--- config.mk ---
export PLATFORM = sky130hd
export DESIGN_NAME = sas_adc_sequencer
export DESIGN_NICKNAME = d
export VERILOG_FILES = /design/src/sas_pkg.sv /design/src/sas_adc_sequencer.sv
export SDC_FILE = /design/constraint.sdc
export NUM_CORES = 1
export LEC_CHECK = 0
export ABC_AREA = 1
export ABC_CLOCK_PERIOD_IN_PS = 1900
export CAP_MARGIN = 5
export CORE_UTILIZATION = 45
export CTS_BUF_LIST = sky130_fd_sc_hd__clkbuf_8 sky130_fd_sc_hd__clkbuf_16
export DETAILED_ROUTE_END_ITERATION = 16
export DONT_BUFFER_PORTS = 1
export HOLD_SLACK_MARGIN = 0.02
export PLACE_DENSITY = 0.68
export SLEW_MARGIN = 20
export SYNTH_ARGS = -nofsm -noshare
export SYNTH_HDL_FRONTEND = slang
export SYNTH_SLANG_ARGS = --single-unit
export TNS_END_PERCENT = 10
--- constraint.sdc ---
create_clock -name clk_in -period 1.9 [get_ports clk_in]
set_input_delay 0.095 -clock clk_in [delete_from_list [all_inputs] [get_ports clk_in]]
set_output_delay 0.095 -clock clk_in [all_outputs]
set_load 0.03 [all_outputs]
--- src/sas_pkg.sv ---
/*
 * Package of the successive-approximation converter sequencer: register map,
 * field positions, reset values, phase timing, state types and carriers.
 * Assumes a 32-bit APB master and an analog macro clocked on the same clock.
 */
package sas_pkg;

    // ************************************************************
    // Register map
    // ************************************************************
    // Register indices as printed; byte address is four times the index
    localparam logic [9:0] IDX_RESULT = 10'h070;
    localparam logic [9:0] IDX_CONTROL_STATUS = 10'h071;
    localparam logic [9:0] IDX_IRQ_STATUS = 10'h072;
    localparam logic [9:0] IDX_IRQ_MASK = 10'h073;
    localparam logic [9:0] IDX_PIN_LEVEL = 10'h074;
    localparam int ADDR_W = 12;

    // ************************************************************
    // Field layout and reset values
    // ************************************************************
    localparam int CS_CHAN_LSB = 0;
    localparam int CS_CHAN_W = 4;
    localparam int CS_ON_BIT = 5;
    localparam int CS_DONE_BIT = 7;
    localparam int IRQ_DONE_BIT = 0;
    localparam int IRQ_W = 1;
    localparam int CODE_W = 8;
    localparam int PIN_W = 16;
    localparam logic [CODE_W-1:0] RESULT_RESET = 8'h00;
    localparam logic [CODE_W-1:0] CODE_ZERO = 8'h00;
    localparam logic [CODE_W-1:0] CODE_MSB = 8'h80;
    localparam logic [CS_CHAN_W-1:0] CHAN_RESET = 4'h0;
    localparam logic [IRQ_W-1:0] IRQ_RESET = 1'h0;
    localparam logic [31:0] RDATA_ZERO = 32'h0000_0000;

    // ************************************************************
    // Conversion timing
    // ************************************************************
    localparam int TOTAL_ADC_CLKS = 12;
    localparam int SAR_STEPS = 8;
    localparam int LOAD_ADC_CLKS = TOTAL_ADC_CLKS - SAR_STEPS;
    localparam int CPU_PER_ADC_DEFAULT = 2;
    localparam int CNT_W = 5;
    localparam int STEP_W = 3;

    // ************************************************************
    // Types
    // ************************************************************
    typedef enum logic [1:0] {
        PH_IDLE,
        PH_LOAD,
        PH_CONV
    } sas_phase_e;

    // Drive toward the analog multiplexer and sample-and-hold
    typedef struct packed {
        logic power;
        logic sample;
        logic [CS_CHAN_W-1:0] chan;
        logic [CODE_W-1:0] code;
    } sas_ana_s;

    // Whole state of the sequencer
    typedef struct packed {
        sas_phase_e phase;
        logic conv_on;
        logic [CS_CHAN_W-1:0] chan;
        logic done;
        logic [CODE_W-1:0] result;
        logic [CODE_W-1:0] acc;
        logic [STEP_W-1:0] bitpos;
        logic [CNT_W-1:0] cnt;
        logic [IRQ_W-1:0] irq_status;
        logic [IRQ_W-1:0] irq_mask;
        logic irq;
        logic [31:0] prdata;
        logic pready;
        logic pslverr;
        logic [PIN_W-1:0] pin_s1;
        logic [PIN_W-1:0] pin_s2;
        sas_ana_s ana;
    } sas_state_s;

endpackage : sas_pkg

--- src/sas_adc_sequencer.sv ---
/*
 * Control, sequencing and result logic of an 8-bit successive-approximation
 * converter with up to sixteen multiplexed inputs, reached over APB.
 * Assumes the comparator output of the analog macro is registered on clk_in
 * (same clock, no synchroniser), and that the port pins arrive asynchronously.
 *
 * Also assumes:
 * - an APB master that never issues two setups without an access
 * - deep stop requests come from logic on the same clock
 * - the comparator answers one cycle after a code change
 * - software leaves analog pins as plain inputs
 */

// Contract
// - Input at or above high reference gives result FFh, no overflow flag.
// - Input at or below low reference gives result 00h.
// - Conversion is a sample-load phase, then eight steps with capacitor disconnected.
// - While switched on, load and convert phases repeat without software action.
// - One conversion takes twelve converter clocks; converter clock is half CPU clock.
// - Analog use of a pin still lets the port read it as logic.
// - Low nibble of control/status picks input 0 to 15, plain binary.
// - Setting converter_on powers up, starts, then converts the channel continuously.
// - End of conversion sets conversion_done_flag, bit 7, no interrupt from it; code also sets irq_status, raising irq_out when irq_mask enables it.
// - Result stays unchanged until the next conversion finishes, then replaced.
// - Control/status write with converter_on aborts, clears done flag, restarts.
// - Done flag clears on result read or control/status write.
// - Clearing converter_on switches converter off and stops conversions.
// - Idle wait low-power mode leaves converter operation unaffected.
// - Deep stop disables converter; software waits for stabilisation after wakeup.
// - Result register is read-only, unsigned 00h to FFh, resets to zero.
module sas_adc_sequencer
    import sas_pkg::*;
#(
    parameter int CPU_PER_ADC = CPU_PER_ADC_DEFAULT,
    parameter int NUM_CH = 16
) (
    input wire logic clk_in,                   // CPU clock, 50 MHz
    input wire logic reset_in,                 // Synchronous reset, active high
    input wire logic psel_in,                  // APB select
    input wire logic penable_in,               // APB access phase
    input wire logic pwrite_in,                // APB direction, high for write
    input wire logic [ADDR_W-1:0] paddr_in,    // APB byte address
    input wire logic [31:0] pwdata_in,         // APB write data
    output logic [31:0] prdata_out,            // APB read data
    output logic pready_out,                   // APB ready
    output logic pslverr_out,                  // APB error on unmapped address
    input wire logic cmp_in,                   // Comparator: input at or above DAC code
    input wire logic halt_in,                  // Deep stop request from power control
    input wire logic [PIN_W-1:0] pin_in,       // Raw port pin levels
    output sas_ana_s ana_out,                  // Power, sample, channel and DAC code
    output logic irq_out                       // Level interrupt, masked done events
);

    // ************************************************************
    // Elaboration checks
    // ************************************************************
    localparam int LOAD_CYC = LOAD_ADC_CLKS * CPU_PER_ADC;

    // Divider below two leaves no judge cycle in a step
    // Load length must fit the phase counter
    // Channel count must fit the select field

    // A step needs one cycle to present the code and one to judge it
    if (CPU_PER_ADC < 2 || LOAD_CYC > (1 << CNT_W)) begin : g_bad_div
        $error("sas_adc_sequencer: CPU_PER_ADC out of range");
    end
    if (NUM_CH < 1 || NUM_CH > (1 << CS_CHAN_W)) begin : g_bad_ch
        $error("sas_adc_sequencer: NUM_CH out of range");
    end

    localparam logic [CNT_W-1:0] LOAD_LAST = CNT_W'(LOAD_CYC - 1);
    localparam logic [CNT_W-1:0] STEP_LAST = CNT_W'(CPU_PER_ADC - 1);
    localparam logic [CNT_W-1:0] CNT_ZERO = CNT_W'(0);
    localparam logic [STEP_W-1:0] STEP_FIRST = STEP_W'(SAR_STEPS - 1);
    localparam logic [STEP_W-1:0] STEP_END = STEP_W'(0);

    // ************************************************************
    // State
    // ************************************************************
    sas_state_s state_r;
    sas_state_s state_nxt;

    // ************************************************************
    // Register map
    // ************************************************************
    // Result: code of last conversion, read only
    // Control/status: channel, on bit, done bit
    // Control/status: reserved bits read zero
    // Interrupt status: done event, write one to clear
    // Interrupt mask: enables the done event
    // Pin level: synchronised pins, read only
    // Bad address: error response, no effect
    // Read-only writes: no error, no effect
    // Upper read data bits: zero

    // Bus timing
    // - Setup captured at one edge
    // - Answer stands one cycle after it
    // - Write lands at the end of access
    // - No wait states
    // - Next setup may follow at once

    // Bus decode helpers
    logic setup_cyc;
    logic wr_acc;
    logic rd_acc;
    logic [9:0] idx;
    logic aligned;
    logic [31:0] csr_view;
    logic [31:0] pin_view;

    // Single-bit weight of the current approximation step
    function automatic logic [CODE_W-1:0] step_bit(input logic [STEP_W-1:0] pos);
        step_bit = CODE_W'(1) << pos;
    endfunction

    // ************************************************************
    // APB decode
    // ************************************************************
    // A transfer takes effect at the edge where the access phase meets ready
    assign setup_cyc = psel_in && !penable_in;
    assign wr_acc = psel_in && penable_in && state_r.pready && pwrite_in;
    assign rd_acc = psel_in && penable_in && state_r.pready && !pwrite_in;
    assign idx = paddr_in[ADDR_W-1:2];
    assign aligned = (paddr_in[1:0] == 2'b00);

    // Control/status as software reads it, reserved bits zero
    always_comb begin
        csr_view = RDATA_ZERO;
        csr_view[CS_CHAN_LSB +: CS_CHAN_W] = state_r.chan;
        csr_view[CS_ON_BIT] = state_r.conv_on;
        csr_view[CS_DONE_BIT] = state_r.done;
    end

    // Digital view of the pins, independent of converter use
    always_comb begin
        pin_view = RDATA_ZERO;
        pin_view[PIN_W-1:0] = state_r.pin_s2;
    end

    // ************************************************************
    // Next state
    // ************************************************************
    always_comb begin
        state_nxt = state_r;

        // Two-flop synchroniser for the port pins
        state_nxt.pin_s1 = pin_in;
        state_nxt.pin_s2 = state_r.pin_s1;

        // Bus answer: one setup cycle, ready in the access cycle
        state_nxt.pready = setup_cyc;
        state_nxt.pslverr = 1'b0;
        state_nxt.prdata = RDATA_ZERO;
        if (setup_cyc) begin
            if (!aligned) begin
                state_nxt.pslverr = 1'b1;
            end else begin
                unique case (idx)
                    IDX_RESULT: state_nxt.prdata = {24'h00_0000, state_r.result};
                    IDX_CONTROL_STATUS: state_nxt.prdata = csr_view;
                    IDX_IRQ_STATUS: state_nxt.prdata = {31'h0000_0000, state_r.irq_status};
                    IDX_IRQ_MASK: state_nxt.prdata = {31'h0000_0000, state_r.irq_mask};
                    IDX_PIN_LEVEL: state_nxt.prdata = pin_view;
                    default: state_nxt.pslverr = 1'b1;
                endcase
            end
        end

        // Reading the result clears the done flag
        if (rd_acc && aligned && idx == IDX_RESULT) begin
            state_nxt.done = 1'b0;
        end

        // Phase timing, default divider
        // - Load: eight cycles on the input
        // - Convert: eight steps of two cycles
        // - Cycle 0 of a step shows the code
        // - Cycle 1 judges the comparator
        // - Result lands after the last step
        // - Twenty-four cycles, then load again
        // Hazard: comparator has one cycle
        // Hazard: deep stop loses the work

        // Conversion sequencer: load phase, then eight approximation steps
        unique case (state_r.phase)
            PH_IDLE: begin
                state_nxt.cnt = CNT_ZERO;
                if (state_r.conv_on && !halt_in) begin
                    state_nxt.phase = PH_LOAD;
                end
            end
            PH_LOAD: begin
                // Capacitor follows the selected input
                if (state_r.cnt == LOAD_LAST) begin
                    state_nxt.phase = PH_CONV;
                    state_nxt.cnt = CNT_ZERO;
                    state_nxt.bitpos = STEP_FIRST;
                    state_nxt.acc = CODE_ZERO;
                end else begin
                    state_nxt.cnt = state_r.cnt + CNT_W'(1);
                end
            end
            PH_CONV: begin
                if (state_r.cnt == STEP_LAST) begin
                    state_nxt.cnt = CNT_ZERO;
                    // Keep the trial bit only when input is at or above the code
                    if (cmp_in) begin
                        state_nxt.acc = state_r.ana.code;
                    end else begin
                        state_nxt.acc = state_r.acc;
                    end
                    if (state_r.bitpos == STEP_END) begin
                        // Result and flag land together, then the next sample starts
                        state_nxt.result = state_nxt.acc;
                        state_nxt.done = 1'b1;
                        state_nxt.irq_status[IRQ_DONE_BIT] = 1'b1;
                        state_nxt.phase = PH_LOAD;
                    end else begin
                        state_nxt.bitpos = state_r.bitpos - STEP_W'(1);
                    end
                end else begin
                    state_nxt.cnt = state_r.cnt + CNT_W'(1);
                end
            end
        endcase

        // Deep stop shuts the converter down; idle wait has no input here
        if (halt_in) begin
            state_nxt.phase = PH_IDLE;
            state_nxt.cnt = CNT_ZERO;
        end

        // Control/status write: new channel and enable, abort and restart
        if (wr_acc && aligned && idx == IDX_CONTROL_STATUS) begin
            state_nxt.chan = pwdata_in[CS_CHAN_LSB +: CS_CHAN_W];
            state_nxt.conv_on = pwdata_in[CS_ON_BIT];
            state_nxt.done = 1'b0;
            state_nxt.result = state_r.result;
            state_nxt.cnt = CNT_ZERO;
            state_nxt.acc = CODE_ZERO;
            if (pwdata_in[CS_ON_BIT] && !halt_in) begin
                state_nxt.phase = PH_LOAD;
            end else begin
                state_nxt.phase = PH_IDLE;
            end
        end

        // Interrupt status, write one to clear; a same-cycle event wins unless halt_in is also high
        if (wr_acc && aligned && idx == IDX_IRQ_STATUS) begin
            state_nxt.irq_status = state_r.irq_status & ~pwdata_in[IRQ_W-1:0];
            if (state_r.phase == PH_CONV && state_nxt.phase == PH_LOAD && state_nxt.done) begin
                state_nxt.irq_status[IRQ_DONE_BIT] = 1'b1;
            end
        end
        if (wr_acc && aligned && idx == IDX_IRQ_MASK) begin
            state_nxt.irq_mask = pwdata_in[IRQ_W-1:0];
        end
        state_nxt.irq = |(state_nxt.irq_status & state_nxt.irq_mask);

        // Drive toward the analog macro
        state_nxt.ana.power = state_nxt.conv_on && !halt_in;
        state_nxt.ana.sample = (state_nxt.phase == PH_LOAD);
        state_nxt.ana.chan = state_nxt.chan;
        if (state_nxt.phase == PH_CONV) begin
            state_nxt.ana.code = state_nxt.acc | step_bit(state_nxt.bitpos);
        end else begin
            state_nxt.ana.code = CODE_ZERO;
        end
    end

    // ************************************************************
    // State register
    // ************************************************************
    always_ff @(posedge clk_in) begin
        if (reset_in) begin
            // Sequencer idle, converter off

            state_r.phase <= PH_IDLE;
            state_r.conv_on <= 1'b0;
            state_r.chan <= CHAN_RESET;

            // Flag and result cleared

            state_r.done <= 1'b0;
            state_r.result <= RESULT_RESET;

            // Approximation working state

            state_r.acc <= CODE_ZERO;
            state_r.bitpos <= STEP_FIRST;
            state_r.cnt <= CNT_ZERO;

            // Interrupt state

            state_r.irq_status <= IRQ_RESET;
            state_r.irq_mask <= IRQ_RESET;
            state_r.irq <= 1'b0;

            // Bus answer

            state_r.prdata <= RDATA_ZERO;
            state_r.pready <= 1'b0;
            state_r.pslverr <= 1'b0;

            // Pin synchroniser

            state_r.pin_s1 <= '0;
            state_r.pin_s2 <= '0;

            // Analog drive off

            state_r.ana <= '0;

        end else begin
            state_r <= state_nxt;
        end
    end

    // ************************************************************
    // Outputs, all straight from the state register
    // ************************************************************

    // Bus answer

    assign prdata_out = state_r.prdata;
    assign pready_out = state_r.pready;
    assign pslverr_out = state_r.pslverr;

    // Analog drive

    assign ana_out = state_r.ana;

    // Interrupt level

    assign irq_out = state_r.irq;


endmodule // sas_adc_sequencer

[Yosys cells after proc, flatten, opt, wreduce, memory -nomap -nowiden]
Cells that the tools add are included.
Operators by class
  add/subtract/negate cells: 2
  equal/unequal tests: 11
  shift-type cells: 1
  multiplexer cells: 28
  bitwise logic cells: 8
  reductions and logical operators: 28
Operators with widths (number)
  16-bit one-hot mux with 5 select lines: 1
  10-bit by 7-bit == test with 1-bit output (second input constant): 5
  24-bit two-way mux: 1
  11-bit one-hot mux with 2 select lines: 1
  20-bit two-way mux: 1
  9-bit two-way mux: 2
  1-bit logical AND: 16
  5-bit one-hot mux with 3 select lines: 1
  11-bit two-way mux: 1
  1-bit two-way mux: 10
  2-bit two-way mux: 5
  5-bit two-way mux: 2
  8-bit two-way mux: 1
  8-bit OR: 1
  1-bit by 3-bit left shift with 8-bit output (first input constant): 1
  2-bit one-hot mux with 3 select lines: 1
  3-bit OR reduction: 2
  5-bit by 1-bit adder with 5-bit output (second input constant): 1
  5-bit by 1-bit == test with 1-bit output (second input constant): 1
  5-bit by 3-bit == test with 1-bit output (second input constant): 1
  1-bit NOT: 5
  5-bit OR reduction: 1
  2-bit by 1-bit == test with 1-bit output (second input constant): 2
  2-bit == test (second input constant): 2
  other kinds (8): 13
Storage, ports and cells
  flip-flop bits (word level): 111
  input port bits: 67
  output and inout port bits: 49
  logic and storage cells: 97

[Depth between registers and ports, before layout]
Gate-level depths: netlist (run 1).
  depth after elaboration: 16
  depth in mapped cells: 15
  gate-level depth less buffers: 14

[Worst setup path before layout (run 1)]
OpenSTA, ideal clock, no wires.
  kind: register -> register
  start: register state_r[88] (netlist bit)
  end: register state_r (netlist bit ana_out[6])
  arrival: 1.502 ns
  path slack: 0.279 ns
  cell stages (with the launch flop): 12
  buffers on the path: 0
  period minus slack after synthesis: 1.621 ns
  cell sequence: dfxtp_1 -> inv_1 -> ha_1 -> inv_1 -> nor2_1 -> nor2_1 -> o21ai_0 -> inv_1 -> o21ai_1 -> nor2_1 -> nand2_1 -> a21oi_1
On the way
  cells in the longest elaborated chain, start to end: 9
Ends and longest elaborated chain
  start, declared: line sas_adc_sequencer.sv:80  | sas_state_s state_r;
  start signal, assigned: line sas_adc_sequencer.sv:316  | state_r <= state_nxt;
  3-bit logical NOT: line sas_adc_sequencer.sv:213  | if (state_r.bitpos == STEP_END) begin
  2-bit two-way mux: line sas_adc_sequencer.sv:213
  2-bit two-way mux: line sas_adc_sequencer.sv:205  | if (state_r.cnt == STEP_LAST) begin
  2-bit one-hot mux with 3 select lines: line sas_adc_sequencer.sv:186  | unique case (state_r.phase)
  2-bit two-way mux: line sas_adc_sequencer.sv:229  | if (halt_in) begin
  24-bit two-way mux: line sas_adc_sequencer.sv:235  | if (wr_acc && aligned && idx == IDX_CONTROL_STATUS) begin
  2-bit == test: line sas_adc_sequencer.sv:265  | if (state_nxt.phase == PH_CONV) begin
  1-bit NOT (no line)
  2-bit OR reduction (no line)
Several ways; a longest one is shown, not always the timed one. The select of a mux whose other input is x is not followed.
A chain may end at the register's enable or synchronous reset.

[Final worst setup path (run 1)]
  start: input paddr_in[10]
  end: register state_r (netlist bit irq_out)
On the way
  cells in the longest elaborated chain, start to end: 11
Ends and longest elaborated chain
  start, declared: line sas_adc_sequencer.sv:42  | input wire logic [ADDR_W-1:0] paddr_in,
  10-bit by 7-bit == test with 1-bit output: line sas_adc_sequencer.sv:171  | if (rd_acc && aligned && idx == IDX_RESULT) begin
  1-bit logical AND: line sas_adc_sequencer.sv:171
  1-bit two-way mux: line sas_adc_sequencer.sv:171
  9-bit two-way mux: line sas_adc_sequencer.sv:213
  20-bit two-way mux: line sas_adc_sequencer.sv:205
  9-bit two-way mux: line sas_adc_sequencer.sv:186
  24-bit two-way mux: line sas_adc_sequencer.sv:235
  1-bit logical AND: line sas_adc_sequencer.sv:252  | if (state_r.phase == PH_CONV && state_nxt.phase == PH_LOAD && state_nxt.done) begin
  1-bit two-way mux: line sas_adc_sequencer.sv:252
  1-bit two-way mux: line sas_adc_sequencer.sv:250  | if (wr_acc && aligned && idx == IDX_IRQ_STATUS) begin
  1-bit bitwise AND *: line sas_adc_sequencer.sv:259  | state_nxt.irq = |(state_nxt.irq_status & state_nxt.irq_mask);
Every way passes the cells marked *; elsewhere a longest branch is shown, timed or not. The select of a mux whose other input is x is not followed.

==> key figures, run 1 <==
Timing
  • Slew Limit Fails: 0
  • Hold Violations, Final: 0
  • Clock skew: 9.61 ps
  • Final setup fails: 0
  • RSZ-0062 raised after global routing: yes
  • Max Freq: 557 MHz
  • Final setup TNS: 0 ps
  • Period utilization: 94.5%
  • Minimum clock period after layout: 1800 ps
  • PnR worst setup slack: 104 ps

Power and ir drop
  • Switching pwr: 929 uW
  • Worst VDD drop: 0.000324 V
  • Cell Pwr Density: 771 mW/mm^2
  • Sw Share: 26.1%
  • P_int: 2630 uW
  • Clock network power share: 37.4%
  • Leak Pwr: 0.00196 uW
  • Comb power frac: 5.5%
  • Seq pwr share: 57.1%

Detailed routing
  • Final wirelength: 8840 um
  • Drt first pass iters: 11
  • Vias: 3277
  • Post-DR wirelength/cell: 13.4 um
  • Number of vias per cell: 4.97
  • DR DRC count: 10
  • Starting DRT DRC Count: 155
  • Post-DRT Antenna Nets: 0

Setup path
  • Crit start category: input pin
  • Crit path largest cell delay: 580 ps
  • CP required: 2170 ps
  • Number of cells on the critical path: 10
  • CP top delay family: buffers and inverters
  • Setup Crit Path Kind: in2reg
  • Crit. End Element: flop
  • Worst R2R Path Depth: 12
  • WP buf/inv: 4
  • Crit Path Max Fanout: 5
  • CP Cell Sequence: dlygate4sd3_1 > nor2_4 > nand2_1 > nor2_4 > nand4_1 > inv_1 > dlygate4sd3_1 > a211oi_2 > inv_1 > nor2_1
  • Slowest-stage cell, CP: dlygate4sd3_1
  • CP arrival: 2070 ps

Logic synthesis
  • Synth top area share: 46.1%
  • Xor and xnor fraction of the mapped netlist area: 0.425%
  • Synth async-reset ratio: 0%
  • Synthesized instance count: 531
  • Synthesized area: 0.00412 mm^2
  • EDFF count, synth: 0
  • Top cells by count, synth: 95 x dfxtp_1, 82 x inv_1, 80 x nor2_1
  • Largest family of logic cells by synthesized area: simple AND/OR/NAND/NOR gates
  • Mux cell area share after synthesis: 1.70%
  • Top_reg_cell synth: dfxtp_1
  • Mapped Avg Cell Area: 7.76 um^2
  • Flops & latches, synth: 95
  • Top post-synthesis cells by area: dfxtp_1 46%, buf_4 8.4%, inv_1 7.5%, nor2_1 7.3%, nand2_1 5.9%
  • Post-synthesis compound-gate area fraction: 9.93%
  • Adder-cell area share of the yosys netlist: 1.82%
  • Ys Warns: 0
  • Largest area contributor in the netlist: dfxtp_1
  • Post-synth cell types: 35
  • Register area share after synthesis: 46.1%
  • Synth Area in Simple Gates: 22.7%
  • Most common cell in the netlist: dfxtp_1

Final layout
  • Area Overhead vs Synth: 12.0%
  • Nets: 619
  • Antenna cells: 0
  • Layout cells sized above 1: 10.3%
  • Fillers: 838

Hold path
  • WHS Path Cells: 2
  • Hold Crit Class: in2reg

Floorplan
  • Die H: 97.7 um
  • Die X: 97.7 um
  • Core Area: 0.00881 mm^2
  • # rows: 34
  • Initial core utilization: 46.8%
  • Die area: 0.00955 mm^2
  • Num ports: 116

Run status
  • Status: finished with violations
  • Violated checks: DRC

CTS
  • Clk pin slew, worst setup/hold paths: 100 ps
  • TritonCTS clock tree: yes
  • Root Buffer: clkbuf_8
  • Sink Count: 95
  • H-tree levels: 3
  • Clk Latency, worst-skew pair: 370 ps
  • Num CTS Buffers: 9
  • Max Root-Sink Buffers: 2

GRT
  • Number of global-route vias before repair: 3048
  • Grt total ovfl: 0
  • Global-route usage over all layers: 19.2%
  • Global-route wire length before repair: 14400 um
  • Initial antenna violation count: 0
  • Largest net degree at the start of global routing: 60

Place
  • Placer Congestion: 0.868
  • DP HPWL: 6120 um
  • Port Buffers: 0
  • Pre-CTS WS: 42.9 ps

Job
  • Max-cap viol count: 0
[per-layer routing]
layer / share of wire, % / GRT usage [%] / wire length [um] / vias up
li1: - / - / - / 1647
met1: 43 / 22.9 / 3770 / 1500
met2: 49 / 32.2 / 4290 / 105
met3: 5.7 / 4.10 / 505 / 25
met4: 3.0 / 10.7 / 267 / 0
met5: 0 / 0 / 0 / -
[path summary, 6_finish.rpt]
check	slack [ps]	from	end
max	100	paddr_in[10]	irq_out
min reg2reg	400	state_nxt[29]	pin_view[15]
min	40	reset_in	state_r[113]
max reg2reg	130	state_r[113]	ana_out[4]
[registers in the layout, indices dropped and copies added, names as in the netlist]
register and flops:
pready_out 1, csr_view 2, state_nxt 16, irq_out 1, state_r 28, pin_view 16
ana_out 14, prdata_out 16, pslverr_out 1
[power groups by stage]
stage          Clock, uW  Combinational [uW]  Sequential [uW]
5_1_grt             1440                 215             2040
3_3_place_gp           0                 112             2080
4_1_cts             1360                 192             2030
2_1_floorplan          0                 143             2080
3_5_place_dp           0                 114             2080
6_report            1330                 196             2030
[layout make-up]
cell class / count / area, um^2 / area share (%)
inverters: 83 / 312 / 6.75
multi-input cells: 310 / 1610 / 34.8
clock buffers: 9 / 124 / 2.68
well taps: 108 / 135 / 2.93
flip-flops and latches: 95 / 1900 / 41.2
clock inverters: 7 / 81.3 / 1.76
repair buffers: 47 / 453 / 9.81
[stage by stage]
stage | hold slack, ps | cell area (um^2) | utilization [%] | cells | power, uW
floorplan | 173 | 4180 | - | 546 | 2220
global placement | 173 | 4010 | 45.5 | 608 | 2190
detailed placement | 176 | 4010 | 45.5 | 608 | 2190
CTS | 33.9 | 4560 | 51.8 | 657 | 3590
global route | 50.8 | 4620 | 52.4 | 659 | 3690
finish | 37.2 | 4620 | 52.4 | 659 | 3560
[kinds of logic after synthesis]
logic type      count (synthesis)
xor+xnor                        2
fa+ha+maj                       6
simple gates                  206
buf+inv                       141
compound gates                 73
mux                             7
flops                          95
other cells                     1
[cells in the final DEF (no fill, tap or decap), types with 2 or more instances in the layout]
master          n
buf_4          14
nor2_4          4
nand3_2         3
inv_2           3
xor2_1          2
nor3b_1         9
nor3_1          2
a21oi_2         3
nand2_1        65
clkbuf_8        9
o21ai_1         4
conb_1         16
ha_1            5
a21oi_1        23
a311oi_1        5
nand4_1        11
nor2_1         77
mux2i_1         7
inv_8           2
o22ai_1         3
nor4_1          3
inv_6           2
clkinv_8        2
a31oi_1         2
inv_1          80
dlygate4sd3_1  32
dfxtp_1        94
nand3_1        22
nor2_2          5
o21ai_0        29
[what timing repair did]
item | CTS | global route
setup buffers | 0 | 2
hold endpoints to repair | 75 | 0
gates resized for setup | 0 | 17
hold buffers | 33 | 0
setup endpoints to repair | 0 | 20
Note: power is estimated with default switching activity, not from simulation.
==> inputs of run 2 (changes only) <==
--- a/config.mk
+++ b/config.mk
@@ -8,12 +8,12 @@
 export ABC_AREA = 1
 export ABC_CLOCK_PERIOD_IN_PS = 1900
 export CAP_MARGIN = 5
-export CORE_UTILIZATION = 45
+export CORE_UTILIZATION = 50
 export CTS_BUF_LIST = sky130_fd_sc_hd__clkbuf_8 sky130_fd_sc_hd__clkbuf_16
 export DETAILED_ROUTE_END_ITERATION = 16
 export DONT_BUFFER_PORTS = 1
 export HOLD_SLACK_MARGIN = 0.02
-export PLACE_DENSITY = 0.68
+export PLACE_DENSITY = 0.73
 export SLEW_MARGIN = 20
 export SYNTH_ARGS = -nofsm -noshare
 export SYNTH_HDL_FRONTEND = slang
==> run 2 against run 1 <==
Sequential power hardly changed; combinational power about the same; non-clock buffer count shrank 3; clock-buffer cell count unchanged; register-to-register slack about the same; the flow now finishes without violations; power is 1.0% lower; setup slack worse by 5.6 ps; flip-flop and latch count is the same; routed wire length fell by 0.77%; final cell count is 1.4% lower; via count down 2.1%; critical path type unchanged; sequential share of layout area increased by 0.17 points.
==> key figures, run 2 (synthesis gave the netlist of run 1 again) <==
Final layout
  • Most flop-heavy register: state_r
  • Nets: 616
  • Largest register FFs: 28
  • Commonest non-fill, non-tap cell in the layout: dfxtp_1
  • Reg area: 0.00190 mm^2
  • Fin area: 0.00460 mm^2
  • Area Overhead vs Synth: 11.5%
  • Antenna cells: 0
  • Most frequent cells in the layout: 94 x dfxtp_1, 80 x inv_1, 76 x nor2_1
  • Fillers: 750
  • Multi-input gate area in the final layout: 0.00163 mm^2
  • Layout cells sized above 1: 10.4%

Power and ir drop
  • Worst VDD drop: 0.000444 V
  • Leak Pwr: 0.00194 uW
  • Cell Pwr Density: 766 mW/mm^2

GRT
  • Global-route usage over all layers: 21.0%
  • Grt total ovfl: 0
  • Largest net degree at the start of global routing: 60
  • Initial antenna violation count: 0
  • Global-route wire length before repair: 14000 um
  • Number of global-route vias before repair: 2981

CTS
  • Max Root-Sink Buffers: 2
  • TritonCTS clock tree: yes
  • Clk Latency, worst-skew pair: 370 ps
  • Num CTS Buffers: 9
  • H-tree levels: 3
  • Clk pin slew, worst setup/hold paths: 100 ps
  • Sink Count: 95
  • Post-CTS setup repair buffer count: 0
  • Root Buffer: clkbuf_8

Place
  • DP Area: 0.00399 mm^2
  • Pre-CTS WS: 36.9 ps
  • Port Buffers: 0
  • DP HPWL: 5950 um
  • Placer Congestion: 0.900

Timing
  • Final setup fails: 0
  • Max Freq: 555 MHz
  • Final setup TNS: 0 ps
  • PnR worst setup slack: 98.9 ps
  • Hold Violations, Final: 0
  • Minimum clock period after layout: 1800 ps
  • Slew Limit Fails: 0
  • Clock skew: 10.7 ps
  • Period utilization: 94.8%

Setup path
  • Number of cells on the critical path: 10
  • Setup Crit Path Kind: in2reg
  • Crit. End Element: flop
  • CP required: 2170 ps
  • Crit Path Max Fanout: 5
  • Flop-to-flop setup slack: 140 ps
  • WP buf/inv: 4
  • CP arrival: 2070 ps
  • Worst R2R Path Depth: 8
  • RR Startpoint: pready_out
  • CP top delay family: buffers and inverters
  • CP Cell Sequence: dlygate4sd3_1 > nor2_4 > nand2_1 > nor2_4 > nand4_1 > inv_1 > dlygate4sd3_1 > a211oi_2 > inv_1 > nor2_2
  • Crit path largest cell delay: 580 ps
  • Crit path launch: paddr_in[10]
  • Slowest-stage cell, CP: dlygate4sd3_1
  • Crit start category: input pin
  • R2r endpoint: irq_out
  • Critical Path Sink: irq_out

Floorplan
  • Die area: 0.00861 mm^2
  • Num ports: 116
  • Die X: 92.8 um
  • Die H: 92.8 um
  • Initial core utilization: 52.5%
  • # rows: 32
  • Core Area: 0.00785 mm^2

Detailed routing
  • Starting DRT DRC Count: 164
  • Post-DR wirelength/cell: 13.5 um
  • Final wirelength: 8770 um
  • DR DRC count: 0
  • Post-DRT Antenna Nets: 0
  • Drt first pass iters: 4
  • Number of vias per cell: 4.93
  • Vias: 3207

Hold path
  • WHS Path Cells: 5
  • Hold Crit Class: in2reg

Run status
  • Status: complete, no violations

Job
  • Max-cap viol count: 0
==> run 2: layer usage <==
metal | vias to the layer above | share of wire (%) | GRT usage (%)
met4 | 0 | 2.1 | 8.33
li1 | 1642 | - | -
met1 | 1434 | 42 | 25.5
met5 | - | 0 | 0
met2 | 116 | 48 | 35.1
met3 | 15 | 7.6 | 5.50
==> run 2: metrics by stage <==
step                std cells  utilization, %  power, uW  hold WS (ps)
finish                    650            58.6       3520          35.0
global route              650            58.6       3670          49.2
CTS                       650            57.8       3540          27.0
detailed placement        601            50.8       2190           174
global placement          601            50.8       2190           172
floorplan                 546               -       2220           173
==> run 2: worst min-delay path by stage <==
stage / slack (ps) / start / endpoint
2_1_floorplan: 170 / halt_in / ana_out[13]
3_3_place_gp: 170 / reset_in / csr_view[5]
3_5_place_dp: 170 / reset_in / csr_view[7]
4_1_cts: 30 / paddr_in[3] / state_r[81]
5_1_grt: 50 / paddr_in[3] / prdata_out[4]
6_report: 40 / paddr_in[3] / prdata_out[4]
==> run 2: repair_timing <==
item	4_1_cts	5_1_grt
hold endpoints to repair	74	0
endpoints found under the setup margin	0	19
gates resized for setup	0	22
hold buffers	33	0
==> run 2: worst register-to-register path: stages, from the launching register on <==
cell and delay, ps:
dfxtp_1 340, nand3_1 120, nor2_2 250, nand4_1 120
inv_1 90, dlygate4sd3_1 560, a211oi_2 70, inv_1 70
nor2_2 40
==> run 2: cell type report <==
type                       instances  area share (%)
multi-input combinational        310            35.4
inverter                          83            6.83
tap                              102            2.78
timing repair buffer              44            9.36
sequential                        95            41.4
clock inverter                     7            1.55
clock buffer                       9            2.69
==> run 2: report_power, final <==
group	internal, uW	switching, uW	total [uW]
Clock	514	782	1300
Sequential	2020	9.93	2030
Combinational	75.9	118	194
